<file path="config.mk">
export PLATFORM = sky130hd
export DESIGN_NAME = rss_top
export DESIGN_NICKNAME = d
export VERILOG_FILES = /design/src/core/rss_pkg.sv /design/src/core/rss_spi_if.sv /design/src/core/rss_spi.sv /design/src/core/rss_top.sv
export SDC_FILE = /design/constraint.sdc
export NUM_CORES = 1
export LEC_CHECK = 0
export BUFFER_PORTS_ARGS = -buffer_cell sky130_fd_sc_hd__buf_2
export CAP_MARGIN = 25
export CELL_PAD_IN_SITES_DETAIL_PLACEMENT = 1
export CELL_PAD_IN_SITES_GLOBAL_PLACEMENT = 1
export CORE_MARGIN = 5
export CORE_UTILIZATION = 49
export CTS_CLUSTER_DIAMETER = 150
export DETAILED_ROUTE_END_ITERATION = 10
export HOLD_SLACK_MARGIN = 0.12
export PLACE_DENSITY_LB_ADDON = 0.1
export SYNTH_ARGS = -nofsm -noshare
export SYNTH_HDL_FRONTEND = slang
export SYNTH_SLANG_ARGS = --single-unit
</file>
<file path="constraint.sdc">
create_clock -name core_clk -period 2.6 [get_ports core_clk]
set_input_delay 0.26 -clock core_clk [delete_from_list [all_inputs] [get_ports core_clk]]
set_output_delay 0.26 -clock core_clk [all_outputs]
set_load 0.05 [all_outputs]
</file>
<file path="src/core/rss_pkg.sv">
/*
 Constants for the robot sensor sequencer: timing, register offsets,
 command codes, selector codes and accelerometer register map.
 Assumes a 25 MHz core clock.
*/
package rss_pkg;
   // ***************************************************
   // Timing
   // ***************************************************
   localparam int          CLK_MHZ        = 25;
   localparam int          LINE_WAIT_US   = 900;
   localparam logic [15:0] LINE_WAIT_CYC  = 16'(LINE_WAIT_US * CLK_MHZ);
   localparam int          IR_PULSE_US    = 10;
   localparam logic [15:0] IR_PULSE_CYC   = 16'(IR_PULSE_US * CLK_MHZ);
   localparam int          IR_SETTLE_US   = 10;
   localparam logic [15:0] IR_SETTLE_CYC  = 16'(IR_SETTLE_US * CLK_MHZ);
   localparam int          BLINK_HALF_MS  = 500;
   localparam logic [23:0] BLINK_HALF_CYC = 24'(BLINK_HALF_MS * CLK_MHZ * 1000);
   localparam logic [7:0]  SPI_HALF_CYC   = 8'h04;
   // ***************************************************
   // Register bus
   // ***************************************************
   localparam int         ADDR_W      = 4;
   localparam int         DATA_W      = 8;
   localparam logic [3:0] REG_COMMAND = 4'h0;
   localparam logic [3:0] REG_OBS_SEL = 4'h1;
   localparam logic [3:0] REG_AXIS_SEL = 4'h2;
   localparam logic [3:0] REG_LINE_SEL = 4'h3;
   localparam logic [3:0] REG_STATUS  = 4'h4;
   localparam logic [3:0] REG_OBS_RES = 4'h5;
   localparam logic [3:0] REG_ACC_RES = 4'h6;
   localparam logic [3:0] REG_TAP     = 4'h7;
   localparam logic [3:0] REG_LINE_RES = 4'h8;
   localparam logic [3:0] REG_LED_CMD = 4'h9;
   localparam logic [3:0] REG_LED_STATE = 4'hA;
   localparam int ST_OK_BIT   = 0;
   localparam int ST_BAD_BIT  = 1;
   localparam int ST_BUSY_BIT = 2;
   // ***************************************************
   // Commands and selector codes
   // ***************************************************
   localparam logic [2:0] OP_OBS_DIG  = 3'h1;
   localparam logic [2:0] OP_OBS_ANA  = 3'h2;
   localparam logic [2:0] OP_AXIS     = 3'h3;
   localparam logic [2:0] OP_TAP      = 3'h4;
   localparam logic [2:0] OP_LINE_DIG = 3'h5;
   localparam logic [2:0] OP_LINE_ANA = 3'h6;
   localparam logic [7:0] center_left_code  = 8'h00;
   localparam logic [7:0] side_left_code    = 8'h01;
   localparam logic [7:0] center_right_code = 8'h02;
   localparam logic [7:0] side_right_code   = 8'h03;
   localparam logic [7:0] x_axis_code = 8'h00;
   localparam logic [7:0] y_axis_code = 8'h01;
   localparam logic [7:0] z_axis_code = 8'h02;
   localparam logic [7:0] line_left_code  = 8'h00;
   localparam logic [7:0] line_right_code = 8'h01;
   localparam logic [1:0] LED_ON    = 2'h1;
   localparam logic [1:0] LED_OFF   = 2'h2;
   localparam logic [1:0] LED_BLINK = 2'h3;
   localparam int         LAMPS     = 4;
   localparam logic [2:0] ADC_LINE_BASE = 3'h4;
   // ***************************************************
   // Accelerometer map
   // ***************************************************
   localparam logic [5:0] ACC_MODE_REG  = 6'h16;
   localparam logic [5:0] ACC_STAT_REG  = 6'h09;
   localparam logic [5:0] ACC_X_REG     = 6'h06;
   localparam logic [5:0] ACC_TAP_REG   = 6'h0B;
   localparam logic [7:0] ACC_MEASURE   = 8'h05;
   localparam logic [7:0] ACC_TAP_MODE  = 8'h07;
   localparam int         ACC_DRDY_BIT  = 0;
   localparam int         ACC_SINGLE_BIT = 0;
   localparam int         ACC_DOUBLE_BIT = 1;
   localparam int         TAP_SINGLE_BIT = 0;
   localparam int         TAP_DOUBLE_BIT = 1;
   localparam logic [4:0] SPI_LAST_BIT  = 5'h0F;
endpackage : rss_pkg

</file>
<file path="src/core/rss_spi_if.sv">
/*
 Request and answer bundle between sequencer and SPI engine.
 Assumes both ends on core_clk.
*/
`timescale 1ns/1ns
interface rss_spi_if;
   logic       start;
   logic       write;
   logic [5:0] addr;
   logic [7:0] wdata;
   logic [7:0] rdata;
   logic       busy;
   logic       done;
   modport master (output start, write, addr, wdata, input rdata, busy, done);
   modport engine (input start, write, addr, wdata, output rdata, busy, done);
endinterface : rss_spi_if

</file>
<file path="src/core/rss_spi.sv">
/*
 SPI mode 0 engine: one 16-bit frame, command byte then data byte.
 Assumes miso already synchronised by the caller.
*/
`timescale 1ns/1ns
module rss_spi
   import rss_pkg::*;
(
   // Clock and reset
   input  wire logic core_clk,
   input  wire logic rst_n,
   // Request
   rss_spi_if.engine bus,
   // Pins
   output logic      spi_sclk,
   output logic      spi_mosi,
   output logic      spi_cs_n,
   input  wire logic miso_s
);
   logic [15:0] shift;
   logic [7:0]  rx;
   logic [4:0]  bitcnt;
   logic [7:0]  divcnt;
   logic        active;

   assign bus.busy = active;
   assign spi_mosi = shift[15];

   always_ff @(posedge core_clk or negedge rst_n) begin
      if (!rst_n) begin
         shift     <= 16'h0000;
         rx        <= 8'h00;
         bitcnt    <= 5'h00;
         divcnt    <= 8'h00;
         active    <= 1'b0;
         spi_sclk  <= 1'b0;
         spi_cs_n  <= 1'b1;
         bus.done  <= 1'b0;
         bus.rdata <= 8'h00;
      end else begin
         bus.done <= 1'b0;
         if (!active) begin
            if (bus.start) begin
               shift    <= {bus.write, 1'b0, bus.addr, bus.wdata};
               bitcnt   <= 5'h00;
               divcnt   <= 8'h00;
               active   <= 1'b1;
               spi_cs_n <= 1'b0;
            end
         end else if (divcnt == SPI_HALF_CYC - 8'h01) begin
            divcnt <= 8'h00;
            if (!spi_sclk) begin
               spi_sclk <= 1'b1;
               rx       <= {rx[6:0], miso_s};
            end else begin
               spi_sclk <= 1'b0;
               shift    <= {shift[14:0], 1'b0};
               bitcnt   <= bitcnt + 5'h01;
               if (bitcnt == SPI_LAST_BIT) begin
                  active    <= 1'b0;
                  spi_cs_n  <= 1'b1;
                  bus.done  <= 1'b1;
                  bus.rdata <= rx;
               end
            end
         end else begin
            divcnt <= divcnt + 8'h01;
         end
      end
   end
endmodule : rss_spi

</file>
<file path="src/core/rss_top.sv">
/*
 Robot sensor sequencer: obstacle, line and accelerometer reads and
 four indicator lamps, driven from a small register port.
 Assumes external IR receivers (high = IR seen), an ADC with
 start/done handshake and an SPI accelerometer.
*/
// Our own choices: the register addresses and the address-and-strobe port.
// Contract
// A digital obstacle read checks for interference, fires the emitter, stores the level, turns it off.
// After the emitter is off the receivers are checked again and read ok is set only if all was clean.
// Obstacle selector codes are 0 centre left, 1 side left, 2 centre right, 3 side right.
// An analog obstacle read converts the selected receiver after the pulse, larger meaning nearer.
// The acceleration result is an offset 8-bit code where 0 is -2 G and 255 is +2 G.
// An axis read sets measure mode, waits for data, reads the axis and restores tap mode.
// Axis selector codes are 0 for X, 1 for Y and 2 for Z.
// A tap check reads the tap state and sets bit 1 for double tap and bit 0 for single tap.
// A digital line read fires the line emitter, waits 900 us and stores 1 for a dark surface.
// An analog line read fires the line emitter, waits 900 us and stores larger values for darker.
// Line selector codes are 0 left and 1 right.
// Each of the four lamps takes on, off and blink commands.
// Blinking toggles the lamp at a fixed period until an on or off command arrives.
// An out of range selector sets bad data, clears read ok and touches no sensor.
`timescale 1ns/1ns
module rss_top
   import rss_pkg::*;
#(
   parameter logic [15:0] LINE_WAIT     = rss_pkg::LINE_WAIT_CYC,
   parameter logic [23:0] BLINK_HALF    = rss_pkg::BLINK_HALF_CYC
)(
   // Clock and reset
   input  wire logic                        core_clk,
   input  wire logic                        rst_n,
   // Register port
   input  wire logic [rss_pkg::ADDR_W-1:0]  reg_addr,
   input  wire logic [rss_pkg::DATA_W-1:0]  reg_wdata,
   input  wire logic                        reg_wr,
   input  wire logic                        reg_rd,
   output logic      [rss_pkg::DATA_W-1:0]  reg_rdata,
   // Obstacle IR
   input  wire logic [3:0]                  ir_rx,
   output logic                             ir_emit,
   // Line IR
   input  wire logic [1:0]                  line_rx,
   output logic                             line_emit,
   // ADC
   output logic                             adc_start,
   output logic      [2:0]                  adc_chan,
   input  wire logic                        adc_done,
   input  wire logic [7:0]                  adc_data,
   // Accelerometer SPI
   output logic                             spi_sclk,
   output logic                             spi_mosi,
   output logic                             spi_cs_n,
   input  wire logic                        spi_miso,
   // Lamps: brake, front, top red, top green
   output logic      [rss_pkg::LAMPS-1:0]   lamp
);
   import rss_pkg::*;

   typedef enum logic [3:0] {
      S_IDLE, S_PRE, S_FIRE, S_ADC, S_OFF, S_POST,
      S_LFIRE, S_A_MODE, S_A_POLL, S_A_READ, S_A_BACK, S_T_READ
   } rss_state_type;

   rss_state_type state;
   logic [2:0]    op;
   logic [7:0]    cur_sel;
   logic [15:0]   tmr;
   logic          issued;
   logic [7:0]    obs_sel;
   logic [7:0]    axis_sel;
   logic [7:0]    line_sel;
   logic          read_ok_flag;
   logic          bad_data_flag;
   logic [7:0]    obstacle_result;
   logic [7:0]    acceleration_value;
   logic [7:0]    tap_event_flags;
   logic [7:0]    line_result;
   logic [1:0]    lamp_mode [LAMPS];
   logic [23:0]   blink_cnt;
   logic          blink_phase;
   logic [3:0]    ir_m;
   logic [3:0]    ir_s;
   logic [1:0]    line_m;
   logic [1:0]    line_s;
   logic          done_m;
   logic          done_s;
   logic          done_q;
   logic [7:0]    data_m;
   logic [7:0]    data_s;
   logic          miso_m;
   logic          miso_s;
   logic          cmd_wr;
   logic          sel_bad;
   logic          adc_edge;

   rss_spi_if spi ();

   // ***************************************************
   // Input synchronisers
   // ***************************************************
   always_ff @(posedge core_clk or negedge rst_n) begin
      if (!rst_n) begin
         ir_m   <= 4'h0;
         ir_s   <= 4'h0;
         line_m <= 2'h0;
         line_s <= 2'h0;
         done_m <= 1'b0;
         done_s <= 1'b0;
         done_q <= 1'b0;
         data_m <= 8'h00;
         data_s <= 8'h00;
         miso_m <= 1'b0;
         miso_s <= 1'b0;
      end else begin
         ir_m   <= ir_rx;
         ir_s   <= ir_m;
         line_m <= line_rx;
         line_s <= line_m;
         done_m <= adc_done;
         done_s <= done_m;
         done_q <= done_s;
         data_m <= adc_data;
         data_s <= data_m;
         miso_m <= spi_miso;
         miso_s <= miso_m;
      end
   end

   assign adc_edge = done_s & ~done_q;
   assign cmd_wr   = reg_wr && (reg_addr == REG_COMMAND) && (state == S_IDLE);

   // ***************************************************
   // Selector range check
   // ***************************************************
   always_comb begin
      sel_bad = 1'b0;
      case (reg_wdata[2:0])
         // four obstacle codes
         OP_OBS_DIG, OP_OBS_ANA:   sel_bad = (obs_sel > side_right_code);
         // three axis codes
         OP_AXIS:                  sel_bad = (axis_sel > z_axis_code);
         // two line codes
         OP_LINE_DIG, OP_LINE_ANA: sel_bad = (line_sel > line_right_code);
         default:                  sel_bad = 1'b0;
      endcase
   end

   // ***************************************************
   // Selector registers
   // ***************************************************
   always_ff @(posedge core_clk or negedge rst_n) begin
      if (!rst_n) begin
         obs_sel  <= 8'h00;
         axis_sel <= 8'h00;
         line_sel <= 8'h00;
      end else if (reg_wr) begin
         if (reg_addr == REG_OBS_SEL) obs_sel <= reg_wdata;
         if (reg_addr == REG_AXIS_SEL) axis_sel <= reg_wdata;
         if (reg_addr == REG_LINE_SEL) line_sel <= reg_wdata;
      end
   end

   // ***************************************************
   // SPI requests
   // ***************************************************
   always_comb begin
      spi.start = 1'b0;
      spi.write = 1'b0;
      spi.addr  = ACC_STAT_REG;
      spi.wdata = 8'h00;
      case (state)
         S_A_MODE: begin
            spi.write = 1'b1;
            spi.addr  = ACC_MODE_REG;
            spi.wdata = ACC_MEASURE;
         end
         S_A_POLL: spi.addr = ACC_STAT_REG;
         S_A_READ: spi.addr = ACC_X_REG + cur_sel[5:0];
         S_A_BACK: begin
            spi.write = 1'b1;
            spi.addr  = ACC_MODE_REG;
            spi.wdata = ACC_TAP_MODE;
         end
         S_T_READ: spi.addr = ACC_TAP_REG;
         default:  spi.addr = ACC_STAT_REG;
      endcase
      case (state)
         S_A_MODE, S_A_POLL, S_A_READ, S_A_BACK, S_T_READ:
            spi.start = !issued && !spi.busy;
         default: spi.start = 1'b0;
      endcase
   end

   rss_spi u_spi (
      .core_clk (core_clk),
      .rst_n    (rst_n),
      .bus      (spi.engine),
      .spi_sclk (spi_sclk),
      .spi_mosi (spi_mosi),
      .spi_cs_n (spi_cs_n),
      .miso_s   (miso_s)
   );

   // ***************************************************
   // Sequencer
   // ***************************************************
   always_ff @(posedge core_clk or negedge rst_n) begin
      if (!rst_n) begin
         state              <= S_IDLE;
         op                 <= 3'h0;
         cur_sel            <= 8'h00;
         tmr                <= 16'h0000;
         issued             <= 1'b0;
         ir_emit            <= 1'b0;
         line_emit          <= 1'b0;
         adc_start          <= 1'b0;
         adc_chan           <= 3'h0;
         read_ok_flag       <= 1'b0;
         bad_data_flag      <= 1'b0;
         obstacle_result    <= 8'h00;
         acceleration_value <= 8'h00;
         tap_event_flags    <= 8'h00;
         line_result        <= 8'h00;
      end else begin
         adc_start <= 1'b0;
         if (spi.start) issued <= 1'b1;
         if (spi.done) issued <= 1'b0;
         if (tmr != 16'h0000) tmr <= tmr - 16'h0001;
         case (state)
            S_IDLE: begin
               if (cmd_wr) begin
                  op            <= reg_wdata[2:0];
                  read_ok_flag  <= 1'b0;
                  bad_data_flag <= 1'b0;
                  // bad code, no access
                  if (sel_bad) begin
                     bad_data_flag <= 1'b1;
                  end else begin
                     case (reg_wdata[2:0])
                        OP_OBS_DIG, OP_OBS_ANA: begin
                           cur_sel <= obs_sel;
                           state   <= S_PRE;
                        end
                        OP_AXIS: begin
                           cur_sel <= axis_sel;
                           state   <= S_A_MODE;
                        end
                        OP_TAP: state <= S_T_READ;
                        OP_LINE_DIG, OP_LINE_ANA: begin
                           cur_sel   <= line_sel;
                           line_emit <= 1'b1;
                           tmr       <= LINE_WAIT;
                           state     <= S_LFIRE;
                        end
                        default: state <= S_IDLE;
                     endcase
                  end
               end
            end
            // no interference before pulse
            S_PRE: begin
               if (ir_s != 4'h0) begin
                  state <= S_IDLE;
               end else begin
                  ir_emit <= 1'b1;
                  tmr     <= IR_PULSE_CYC;
                  state   <= S_FIRE;
               end
            end
            S_FIRE: begin
               if (tmr == 16'h0000) begin
                  if (op == OP_OBS_ANA) begin
                     // convert selected receiver
                     adc_start <= 1'b1;
                     adc_chan  <= cur_sel[2:0];
                     state     <= S_ADC;
                  end else begin
                     // store level, emitter off
                     obstacle_result <= {7'h00, ir_s[cur_sel[1:0]]};
                     ir_emit         <= 1'b0;
                     tmr             <= IR_SETTLE_CYC;
                     state           <= S_OFF;
                  end
               end
            end
            S_ADC: begin
               if (adc_edge) begin
                  if (op == OP_OBS_ANA) begin
                     // larger means nearer
                     obstacle_result <= data_s;
                     ir_emit         <= 1'b0;
                     tmr             <= IR_SETTLE_CYC;
                     state           <= S_OFF;
                  end else begin
                     // larger means darker
                     line_result  <= 8'hFF - data_s;
                     line_emit    <= 1'b0;
                     read_ok_flag <= 1'b1;
                     state        <= S_IDLE;
                  end
               end
            end
            S_OFF: begin
               if (tmr == 16'h0000) state <= S_POST;
            end
            // recheck after emitter off
            S_POST: begin
               read_ok_flag <= (ir_s == 4'h0);
               state        <= S_IDLE;
            end
            S_LFIRE: begin
               if (tmr == 16'h0000) begin
                  if (op == OP_LINE_ANA) begin
                     // convert after the wait
                     adc_start <= 1'b1;
                     adc_chan  <= ADC_LINE_BASE + cur_sel[2:0];
                     state     <= S_ADC;
                  end else begin
                     // dark reads as one
                     line_result  <= {7'h00, ~line_s[cur_sel[0]]};
                     line_emit    <= 1'b0;
                     read_ok_flag <= 1'b1;
                     state        <= S_IDLE;
                  end
               end
            end
            // measure mode first
            S_A_MODE: begin
               if (spi.done) state <= S_A_POLL;
            end
            S_A_POLL: begin
               if (spi.done && spi.rdata[ACC_DRDY_BIT]) state <= S_A_READ;
            end
            S_A_READ: begin
               if (spi.done) begin
                  // offset code, 0 is -2 G
                  acceleration_value <= {~spi.rdata[7], spi.rdata[6:0]};
                  state              <= S_A_BACK;
               end
            end
            // back to tap mode
            S_A_BACK: begin
               if (spi.done) begin
                  read_ok_flag <= 1'b1;
                  state        <= S_IDLE;
               end
            end
            // tap flags update
            S_T_READ: begin
               if (spi.done) begin
                  tap_event_flags <= 8'h00;
                  tap_event_flags[TAP_DOUBLE_BIT] <= spi.rdata[ACC_DOUBLE_BIT];
                  tap_event_flags[TAP_SINGLE_BIT] <= spi.rdata[ACC_SINGLE_BIT];
                  read_ok_flag    <= 1'b1;
                  state           <= S_IDLE;
               end
            end
            default: state <= S_IDLE;
         endcase
      end
   end

   // ***************************************************
   // Lamps
   // ***************************************************
   // shared blink timebase
   always_ff @(posedge core_clk or negedge rst_n) begin
      if (!rst_n) begin
         blink_cnt   <= 24'h000000;
         blink_phase <= 1'b0;
      end else if (blink_cnt >= BLINK_HALF - 24'h000001) begin
         blink_cnt   <= 24'h000000;
         blink_phase <= ~blink_phase;
      end else begin
         blink_cnt <= blink_cnt + 24'h000001;
      end
   end

   for (genvar i = 0; i < LAMPS; i++) begin : g_lamp
      // on, off, blink per lamp
      always_ff @(posedge core_clk or negedge rst_n) begin
         if (!rst_n) begin
            lamp_mode[i] <= LED_OFF;
         end else if (reg_wr && reg_addr == REG_LED_CMD && reg_wdata[1:0] == 2'(i)
                      && reg_wdata[3:2] != 2'h0) begin
            lamp_mode[i] <= reg_wdata[3:2];
         end
      end
      // toggle until on or off
      always_ff @(posedge core_clk or negedge rst_n) begin
         if (!rst_n) begin
            lamp[i] <= 1'b0;
         end else begin
            lamp[i] <= (lamp_mode[i] == LED_ON) ||
                       (lamp_mode[i] == LED_BLINK && blink_phase);
         end
      end
   end

   // ***************************************************
   // Register readback
   // ***************************************************
   always_ff @(posedge core_clk or negedge rst_n) begin
      if (!rst_n) begin
         reg_rdata <= 8'h00;
      end else if (reg_rd) begin
         case (reg_addr)
            REG_OBS_SEL:   reg_rdata <= obs_sel;
            REG_AXIS_SEL:  reg_rdata <= axis_sel;
            REG_LINE_SEL:  reg_rdata <= line_sel;
            REG_STATUS: begin
               reg_rdata              <= 8'h00;
               reg_rdata[ST_OK_BIT]   <= read_ok_flag;
               reg_rdata[ST_BAD_BIT]  <= bad_data_flag;
               reg_rdata[ST_BUSY_BIT] <= (state != S_IDLE);
            end
            REG_OBS_RES:   reg_rdata <= obstacle_result;
            REG_ACC_RES:   reg_rdata <= acceleration_value;
            REG_TAP:       reg_rdata <= tap_event_flags;
            REG_LINE_RES:  reg_rdata <= line_result;
            REG_LED_STATE: reg_rdata <= {4'h0, lamp};
            default:       reg_rdata <= 8'h00;
         endcase
      end else begin
         reg_rdata <= 8'h00;
      end
   end
endmodule : rss_top

</file>
==> After elaboration in Yosys (flattened, before gate mapping) <==
Index checks and enable logic that the tools add are counted.
{ "totals": {"wordCells": 305, "inputBits": 32, "regBits": 215} }
{ "classes": {"n_addsub": 7, "bitwise": 7, "n_lt_le_gt_ge": 6, "eq_ne": 63, "reduce_logical": 65, "mux": 108} }
{ "op_table": {"columns": ["op", "count"], "rows": [
  ["16-bit two-way mux", 13],
  ["8-bit two-way mux", 12],
  ["8-bit one-hot mux with 9 select lines", 1],
  ["16-bit one-hot mux with 4 select lines", 1],
  ["1-bit two-way mux", 44],
  ["4-bit two-way mux", 10],
  ["4-bit one-hot mux with 10 select lines", 1],
  ["6-bit one-hot mux with 3 select lines", 2],
  ["4-bit by 3-bit == test with 1-bit output, second input constant", 8],
  ["2-bit != test, second input constant", 16],
  ["8-bit one-hot mux with 2 select lines", 2],
  ["4-bit == test, second input constant", 7],
  ["24-bit by 1-bit adder with 24-bit output, second input constant", 1],
  ["24-bit >= comparator, second input constant", 1],
  ["24-bit two-way mux", 1],
  ["5-bit two-way mux", 4],
  ["3-bit two-way mux", 6],
  ["1-bit logical AND", 17],
  ["4-bit by 2-bit == test with 1-bit output, second input constant", 4],
  ["8-bit by 2-bit > comparator with 1-bit output, second input constant", 2],
  ["16-bit zero test", 1],
  ["4-bit one-hot mux with 4 select lines", 1],
  ["16-bit nonzero test", 1],
  ["16-bit by 1-bit subtractor with 16-bit output, second input constant", 1],
  ["other kinds (43)", 99]
]} }

==> Logic depth before layout (Yosys ltp) <==
Gate-level depths: netlist of the first run.
{ "logic_depth": {"depth_word": 6, "mapped_depth": 8} }

==> Cells and area by module <==
A second synthesis of the first run with hierarchy kept.
{ "hier_totals": {"cells_unflattened": 915, "hier_area_um2": 9813.2} }
{ "modules_own_cells": {"columns": ["module", "seq_area_each_um2", "area_per_inst_um2", "instances", "cells_each"], "rows": [
  ["rss_top", 4159.0, 7698.6, 1, 727],
  ["rss_spi", 1227.4, 2114.5, 1, 188]
]} }

==> Least setup slack after synthesis of the first run <==
Ideal clock, no wire load.
{ "synth_path": {"kind": "register -> register", "startpoint": "register tmr[0]", "endpoint": "register line_result[0]", "required_ns": 2.475, "setup_time_ns": 0.125, "stages_incl_launch_ff": 8, "setup_slack_ns": 0.344, "period_less_slack_ns": 2.256, "n_path_buf": 0, "arrival_time_ns": 2.132, "path_cell_list": "dfrtp_1 > inv_1 > ha_1 > nor4b_2 > nand4_4 > a2111o_1 > nand2_4 > mux2_2"} }
{ "synth_between": {"elab_chain_len": 3} }
{ "synth_rtl": {"columns": ["item", "line_no", "rtl"], "rows": [
  ["start: declaration", "rss_top.sv:68", "logic [15:0] tmr;"],
  ["start signal: assignment", "rss_top.sv:229", "if (tmr != 16'h0000) tmr <= tmr - 16'h0001;"],
  ["16-bit zero test", "rss_top.sv:313", "if (tmr == 16'h0000) begin"],
  ["2-bit != test (no line)", null, null],
  ["5-bit AND reduction (no line)", null, null],
  ["end signal: assignment", "rss_top.sv:297", "line_result <= 8'hFF - data_s;"],
  ["end signal: assignment", "rss_top.sv:321", "line_result <= {7'h00, ~line_s[cur_sel[0]]};"],
  ["end: declaration", "rss_top.sv:78", "logic [7:0] line_result;"]
]} }
Every way passes these cells.
A chain may end at the register's enable or synchronous reset.

==> Final worst setup path of the first run <==
{ "layout_path": {"startpoint": "register state[3]", "endpoint": "register state[2]"} }
{ "layout_between": {"elab_chain_len": 4, "word_cells_on_any_way": 25} }
{ "layout_rtl": {"columns": ["item", "line_no", "rtl"], "rows": [
  ["start: declaration", "rss_top.sv:65", "rss_state_type state;"],
  ["start signal: assignment", "rss_top.sv:210", "state <= S_IDLE;"],
  ["start signal: assignment", "rss_top.sv:243", "state <= S_PRE;"],
  ["start signal: assignment", "rss_top.sv:247", "state <= S_A_MODE;"],
  ["4-bit == test or 4-bit zero test (tied branches)", "rss_top.sv:230, rss_top.sv:131", null],
  ["2-bit OR reduction (no line) or 1-bit logical AND (tied branches)", null, null],
  ["2-bit by 1-bit != test with 1-bit output (no line) or 2-bit != test (tied branches)", null, null],
  ["10-bit AND reduction (no line)", null, null]
]} }
Parallel ways exist; a longest one is shown, timed or not.

==> results of run 1 <==
stage by stage:
step	hold WS, ps	power, uW	std cells
2_1_floorplan	-35.59	6099	888
3_3_place_gp	294.2	6774	1202
3_5_place_dp	308.9	6954	1202
4_1_cts	212.1	10370	1266
5_1_grt	226.8	10850	1266
6_report	232.5	10290	1266
cells by family after synthesis:
| family | count (synthesis) | share of synthesized area (%) |
|---|---|---|
| compound gates | 161 | 10.85 |
| buf+inv | 63 | 2.520 |
| flops | 215 | 54.52 |
| fa+ha+maj | 7 | 0.8612 |
| simple gates | 303 | 16.46 |
| mux | 95 | 10.88 |
| xor+xnor | 44 | 3.901 |
critical path: cells and delay by family, from the launching register on:
family	cells	cell delay, ps
compound gates	3	920
flops	1	730
mux	1	370
simple gates	1	360
cells in the mapped netlist, types with 9 or more instances:
cell type,count
nand2_1,79
nand4_1,9
mux2i_1,17
xnor2_1,19
nor3_1,12
nor2b_1,19
nand2b_1,9
nor2_1,70
mux2_2,52
xor2_1,25
a21oi_1,38
mux2_1,23
nand3_1,35
dfrtp_1,210
a22o_1,13
inv_1,21
o21ai_1,11
and3_1,10
o21ai_0,30
clkbuf_1,30
per-layer routing:
metal / GRT usage [%] / up-vias / part of all wire [%]
met1: 29.72 / 3741 / 43
li1: - / 3352 / -
met3: 3.896 / 45 / 4.6
met4: 6.378 / 0 / 2.6
met2: 38.02 / 184 / 50
met5: 0 / - / 0
power by group:
group          internal, uW  switching, uW  leakage, uW
Clock                  1970           1350     0.000378
Sequential             3880            657      0.00275
Combinational          1030           1400      0.00217
path summary, 6_finish.rpt:
| check | to | slack [ps] | depth (start not counted) |
|---|---|---|---|
| min in group asynchronous | obs_sel[4] | 310 | 2 |
| worst max-delay path | state[2] | 90 | 5 |
| worst min register to register | line_s[0] | 350 | 0 |
| max in group asynchronous | lamp_mode[3] | 1500 | 3 |
| worst min-delay path | op[2] | 230 | 2 |
| worst max register to register | state[2] | 90 | 5 |
area by class of cell:
class	count	area, sq um
Fill cell	2122	8433
Sequential cell	215	5386
Multi-Input combinational cell	610	4258
Timing Repair Buffer	107	764.5
Clock buffer	33	654.4
Tap cell	270	337.8
Clock inverter	8	118.9
Inverter	23	86.33
timing repair:
item,4_1_cts,5_1_grt
hold buffers,23,0
endpoints found under the setup margin,0,3
resized for setup,0,1
hold endpoints to repair,93,0
==> qor.yml, run 1 <==
timing:
  postLayoutSetupSlackWorst_ps: 93.64
  fin_crit_ps: 2506
  worst_slew_pin_slew_ps: 847.6
  fmax_ghz: 0.3990
  hold_viol_final: 0
  clock_skew_ps: 12.03
  slew_violations: 0
  setup_viol: 0
  slew_headroom_pct: 43.49
  rsz0062_at_grt: "false"
  fin_tns_setup_ps: 0
  fin_crit_sh_pct: 96.40
floorplan:
  initial_core_util_pct: 49.30
  ioPinCount: 53
  die_area_sq_um: 23100
  die_x_um: 152.0
  die_h_um: 152.0
  core_sq_um: 20040
  core.rowCount: 52
placed_design:
  gp_congestion: 0.8777
  pre_cts_slack_ps: 193.8
  hpwl_um: 18160
  placed_cell_area_sq_um: 10600
  port-buffer-count: 52
routing:
  dr.pass1.iters: 5
  drt_iter0_drc: 447
  wl_per_cell_um: 20.38
  finalWirelength_um: 25800
  ant_nets: 0
  viasPerCell: 5.784
  drc: 0
  vias: 7322
layout:
  final_cell_mix: "210 x dfrtp_1, 79 x nand2_1, 70 x nor2_1"
  fin_area_sq_um: 11610
  final_core_util_pct: 57.92
  largestRegisters: "blink_cnt: 24 flops, tmr: 16 flops, u_spi.shift: 16 flops"
  num_antenna_cells: 0
  final_common_cell: "dfrtp_1"
  syn2layout_area_growth_pct: 17.48
  layout-drive-gt1-share_pct: 20.38
  fin_nets: 1019
  top_register: "blink_cnt"
  largest_register_ffs: 24
logic_synthesis:
  synth_area_leaders: "dfrtp_1 53%, mux2_2 5.9%, nand2_1 3.0%"
  synthCells: 888
  synth.distinct_cells: 81
  synthArstFlopShare_pct: 100.0
  syn-num-nets: 926
  synth-main-ff-cell: "dfrtp_1"
  synth_area_per_cell_sq_um: 11.13
  synth_edf_count: 0
  yosys.area.top_type: "dfrtp_1"
  yosys_warnings: 0
  synth.cell_area_sq_um: 9879
  yosysSeqAreaShare_pct: 54.52
  ys_seq_elements: 215
  synth.top_cell.area_share_pct: 53.19
grt:
  grt_pass1_wl_um: 42920
  overflow: 0
  grt_pass1_vias: 7983
  antenna_found_initial: 0
  grt_max_degree: 69
  grt_usage_pct: 22.38
clocking:
  clock_latency_ps: 530
  cts_buffers: 24
  cts_htree_levels: 1
  clk_path_buf_depth: 3
  cts_sinks: 215
  cts_tree: "yes"
  cts-root-buf: "clkbuf_16"
  post-cts-setup-buffers: 0
  clk_pin_slew_worst_paths_ps: 60
worst_hold_path:
  hold_start: "reg_wdata[2]"
  hold_class: "input pin to flip-flop"
power_and_ir_drop:
  irDropWorstVdd_mv: 0.4991
  p_per_area_nw_per_um2: 886.4
  leakage_uw: 0.005292
setup_path:
  criticalPathCategory: "flip-flop to flip-flop"
  required_ps: 3000
  startpoint: "state[3]"
  cp.arrival_ps: 2900
  critical_path.max_stage_delay_ps: 730
  end_kind: "flip-flop"
  crit_chain: "nand2b_1 -> o32ai_1 -> a2111oi_2 -> o21ai_1 -> mux2_1"
  r2r_start: "state[3]"
  cpMaxStageDelayCell: "dfrtp_1"
  path_max_fanout: 21
  setup.worst_path.start_class: "flip-flop"
job:
  drv_cap: 0
status:
  status: "finished, final reports clean"
No activity file was read; power rests on OpenSTA's default activity.
==> run 2: changes to the inputs <==
- CORE_ASPECT_RATIO: not set -> 0.8
==> run 2 against run 1 <==
Effect of this change: non-clock buffer count grew 6; final cell count is essentially flat; final area grew 0.23%; register-to-register slack gained 60 ps; maximum frequency grew 2.4%; utilization grew 0.84 points; wire length grew 1.7%; first-iteration DRC count shrank 22%; total power grew 0.47%; count of clock-buffer cells in the layout shrank 1; sequential share of layout area shrank 0.10 points; largest cell class unchanged; largest power group unchanged.
==> qor.yml, run 2 (synthesis results as in run 1) <==
timing:
  hold_slack_ps: 206.1
  slew_headroom_pct: 51.30
  slew_violations: 0
  rsz0062_at_grt: "false"
  setup_viol: 0
  fmax_ghz: 0.4085
  fin_crit_ps: 2448
  hold_viol_final: 0
  worst_slew_pin_slew_ps: 730.5
  fin_tns_setup_ps: 0
  clock_skew_ps: 9.054
  fin_crit_sh_pct: 94.15
clocking:
  cts_htree_levels: 1
  clock_latency_ps: 520
  clk_path_buf_depth: 3
  cts-root-buf: "clkbuf_16"
  cts_buffers: 23
  post-cts-setup-buffers: 0
  cts_resized: 0
  cts_hold_buffers: 23
  clk_pin_slew_worst_paths_ps: 70
  cts_tree: "yes"
  cts_sinks: 215
grt:
  antenna_found_initial: 0
  grt_max_degree: 73
  overflow: 0
  grt_pass1_vias: 8032
  grt_pass1_wl_um: 43780
  grt_usage_pct: 23.41
routing:
  ant_nets: 0
  finalWirelength_um: 26240
  drc: 0
  wl_per_cell_um: 20.74
  dr.pass1.iters: 5
  vias: 7253
  viasPerCell: 5.734
  drt_iter0_drc: 349
floorplan:
  die_area_sq_um: 23120
  die_h_um: 137
  core_sq_um: 19800
  initial_core_util_pct: 49.90
  ioPinCount: 53
  die_x_um: 168.8
  core.rowCount: 46
layout:
  multi_input_area_sq_um: 4250
  num_antenna_cells: 0
  largest_register_ffs: 24
  regArea_sq_um: 5386
  fillers: 2093
  largestRegisters: "blink_cnt: 24 flops, tmr: 16 flops, u_spi.shift: 16 flops"
  layout-drive-gt1-share_pct: 20.98
  fin_nets: 1024
  top_register: "blink_cnt"
  final_common_cell: "dfrtp_1"
  syn2layout_area_growth_pct: 17.74
  final_cell_mix: "210 x dfrtp_1, 79 x nand2_1, 70 x nor2_1"
job:
  drv_cap: 0
setup_path:
  required_ps: 3000
  setup.worst_path.start_class: "flip-flop"
  criticalPathCategory: "flip-flop to flip-flop"
  cp.arrival_ps: 2850
  end_kind: "flip-flop"
  path_max_fanout: 21
worst_hold_path:
  hold_class: "input pin to flip-flop"
placed_design:
  gp_congestion: 0.8956
  port-buffer-count: 52
  hpwl_um: 18740
power_and_ir_drop:
  pwr-share-clk_pct: 32.2
  leakage_uw: 0.005327
  power.total_uw: 10340
  sw_frac_of_total_pct: 33.12
  seqPwrFrac_pct: 44.0
  p_per_area_nw_per_um2: 888.6
  intPower_uw: 6913
  irDropWorstVdd_mv: 0.6075
  switchingPower_uw: 3423
  combPwrFrac_pct: 23.8
status:
  status: "finished, final reports clean"
==> run 2: cell types whose count changed in the layout (fill, tap and decap cells not counted), sizes merged <==
cell and delta:
buf +7, clkbuf -2, clkinv -2, inv +2
==> run 2: power groups by stage <==
stage	logic, uW	clock network, uW	registers (uW)
after floorplan	1680	0	4420
after global placement	2290	0	4520
after detailed placement	2430	0	4580
after CTS	2480	3400	4530
after global routing	2720	3570	4610
final	2460	3330	4550
==> run 2: final cells by class <==
cell class / instances / share of cell area, %
Clock inverter: 8 / 0.9358
Inverter: 23 / 0.7422
Tap cell: 264 / 2.840
Multi-Input combinational cell: 610 / 36.54
Clock buffer: 32 / 5.668
Sequential cell: 215 / 46.31
Timing Repair Buffer: 113 / 6.970
==> run 2: worst paths after layout <==
path | startpoint | end | slack [ps] | depth (start not counted)
worst max-delay path | state[2] | state[1] | 150 | 5
worst min-delay path | reg_addr[2] | reg_rdata[7] | 210 | 5
worst max register to register | state[2] | state[1] | 150 | 5
worst min register to register | data_m[3] | data_s[3] | 350 | 0
max in group asynchronous | rst_n | u_spi.spi_cs_n | 1440 | 3
min in group asynchronous | rst_n | blink_cnt[0] | 280 | 2
==> run 2: critical path: stages (launching register included) <==
cell,delay (ps)
dfrtp_1,820
nand2b_1,410
o32ai_1,180
a2111oi_2,350
o21ai_1,210
mux2_1,360
==> run 2: per-stage QoR <==
step	area (sq um)	utilization, %	setup slack (ps)	cells
2_1_floorplan	9879	-	343.5	888
3_3_place_gp	10630	53.71	291.6	1202
3_5_place_dp	10630	53.71	219.7	1202
4_1_cts	11630	58.75	198.7	1265
5_1_grt	11630	58.75	12.63	1265
6_report	11630	58.75	152.0	1265
==> run 2: routing by layer <==
metal	vias up	global-route usage, %	part of all wire, %
met1	3721	33.03	47
met2	121	38.52	47
met3	42	3.696	3.9
met5	-	0	0
met4	0	5.408	2.3
li1	3369	-	-
==> run 3: changes to the inputs <==
==> constraint.sdc (replaced) <==
create_clock -name core_clk -period 2.6 [get_ports core_clk]
set_input_delay 0.13 -clock core_clk [delete_from_list [all_inputs] [get_ports core_clk]]
set_output_delay 0.13 -clock core_clk [all_outputs]
set_load 0.05 [all_outputs]
==> run 3 against run 2 <==
Effect of this change: final area is 0.39% higher; clock skew is 13 ps higher; hold slack worse by 15 ps; flip-flop and latch count stayed put; first-iteration DRC count is 19% higher.
==> qor.yml, run 3 (synthesis results as in run 1) <==
status:
  status: "finished, final reports clean"
floorplan:
  die_area_sq_um: 23120
  core.rowCount: 46
  ioPinCount: 53
  die_h_um: 137
  die_x_um: 168.8
  core_sq_um: 19800
  initial_core_util_pct: 49.90
layout:
  syn2layout_area_growth_pct: 18.20
  instances_no_fill: 1271
  largestRegisters: "blink_cnt: 24 flops, tmr: 16 flops, u_spi.shift: 16 flops"
  largest_register_ffs: 24
  final_cell_mix: "209 x dfrtp_1, 79 x nand2_1, 70 x nor2_1"
  num_antenna_cells: 0
  layout-drive-gt1-share_pct: 21.15
  top_register: "blink_cnt"
  final_common_cell: "dfrtp_1"
  fin_nets: 1028
clocking:
  cts_buffers: 23
  clk_path_buf_depth: 3
  cts_sinks: 215
  clk_pin_slew_worst_paths_ps: 60
  cts_tree: "yes"
  clock_latency_ps: 530
  cts-root-buf: "clkbuf_16"
  post-cts-setup-buffers: 0
  cts_htree_levels: 1
setup_path:
  crit_chain: "dlygate4sd3_1 -> buf_2 -> buf_4 -> nor2b_2 -> and4_1 -> nand3_1 -> dlygate4sd3_1 -> nand2_1 -> dlygate4sd3_1"
  path_max_fanout: 20
  criticalPathCategory: "input pin to flip-flop"
  cpMaxStageDelayCell: "dlygate4sd3_1"
  setup.worst_path.start_class: "input pin"
  cp.arrival_ps: 2910
  critical_path.max_stage_delay_ps: 610
  required_ps: 3060
  critPathTopFamily: "buffers and inverters"
  cp_common_cell: "dlygate4sd3_1"
  crit_buf_inv: 5
  end_kind: "flip-flop"
grt:
  grt_pass1_vias: 7844
  overflow: 0
  grt_usage_pct: 23.41
  grt_max_degree: 105
  grt_pass1_wl_um: 43240
  antenna_found_initial: 0
routing:
  ant_nets: 0
  wl_per_cell_um: 20.84
  viasPerCell: 5.805
  vias: 7378
  drt_iter0_drc: 416
  drc: 0
  finalWirelength_um: 26490
  dr.pass1.iters: 5
placed_design:
  gp_congestion: 0.9121
  port-buffer-count: 52
  placed_cells: 1200
  hpwl_um: 18390
timing:
  hold_viol_final: 0
  rsz0062_at_grt: "false"
  slew_headroom_pct: 45.72
  slew_violations: 0
  fin_crit_ps: 2449
  setup_viol: 0
  fmax_ghz: 0.4083
  fin_tns_setup_ps: 0
  worst_slew_pin_slew_ps: 814.2
  clock_skew_ps: 21.65
  fin_crit_sh_pct: 94.20
power_and_ir_drop:
  p_per_area_nw_per_um2: 886.1
  irDropWorstVdd_mv: 0.5858
  leakage_uw: 0.005336
worst_hold_path:
  hold_class: "input pin to flip-flop"
job:
  drv_cap: 0
run 3: changes by cell type in the layout (fill, tap and decap cells not counted), sizes merged:
| cell | delta |
|---|---|
| buf | -2 |
| bufinv | -1 |
| clkbuf | +1 |
| clkinv | +1 |
| clkinvlp | +2 |
| dlygate4sd3 | +6 |
| inv | -1 |
run 3: report_power, final:
part | switching [uW] | internal [uW]
combinational | 1440 | 1060
sequential | 659 | 3880
clock | 1360 | 1940
total | 3460 | 6890
run 3: worst paths after layout:
| path | start | endpoint | slack (ps) | cells after the start |
|---|---|---|---|---|
| setup / recovery | reg_addr[2] | lamp_mode[0] | 150 | 9 |
| hold / removal | reg_wdata[1] | line_sel[1] | 190 | 2 |
| setup reg to reg | state[2] | obstacle_result[7] | 160 | 5 |
| hold reg to reg | ir_m[3] | ir_s[3] | 350 | 0 |
| max in group asynchronous | rst_n | axis_sel[6] | 1520 | 3 |
| min in group asynchronous | rst_n | miso_m | 240 | 2 |
run 3: per-layer routing:
metal  wire length [um]  GRT usage (%)
met2              12770          39.18
met5                  0              0
met1              12330          33.26
met4                512          4.687
met3                871          2.945
run 3: area by class of cell:
| class | instances | area (sq um) |
|---|---|---|
| Fill cell | 2107 | 8122 |
| Timing Repair Buffer | 117 | 843.3 |
| Multi-Input combinational cell | 610 | 4253 |
| Sequential cell | 215 | 5388 |
| Inverter | 23 | 86.33 |
| Tap cell | 264 | 330.3 |
| Clock inverter | 9 | 93.84 |
| Clock buffer | 33 | 683.2 |
run 3: repair_timing:
item / in CTS / in global routing
endpoints found under the hold margin: 140 / 0
hold buffers: 29 / 0
gates resized for setup: 0 / 2
setup endpoints to repair: 0 / 2
run 3: metrics by stage:
stage / util [%] / hold WS [ps] / power (uW) / area, sq um / setup slack, ps
2_1_floorplan: - / -165.6 / 6099 / 9879 / 343.5
3_3_place_gp: 53.57 / 218.1 / 6833 / 10610 / 287.8
3_5_place_dp: 53.57 / 232.5 / 7010 / 10610 / 205.9
4_1_cts: 58.96 / 156.4 / 10420 / 11670 / 153.5
5_1_grt: 58.98 / 180.8 / 10900 / 11680 / 16.88
6_report: 58.98 / 191.0 / 10350 / 11680 / 150.7
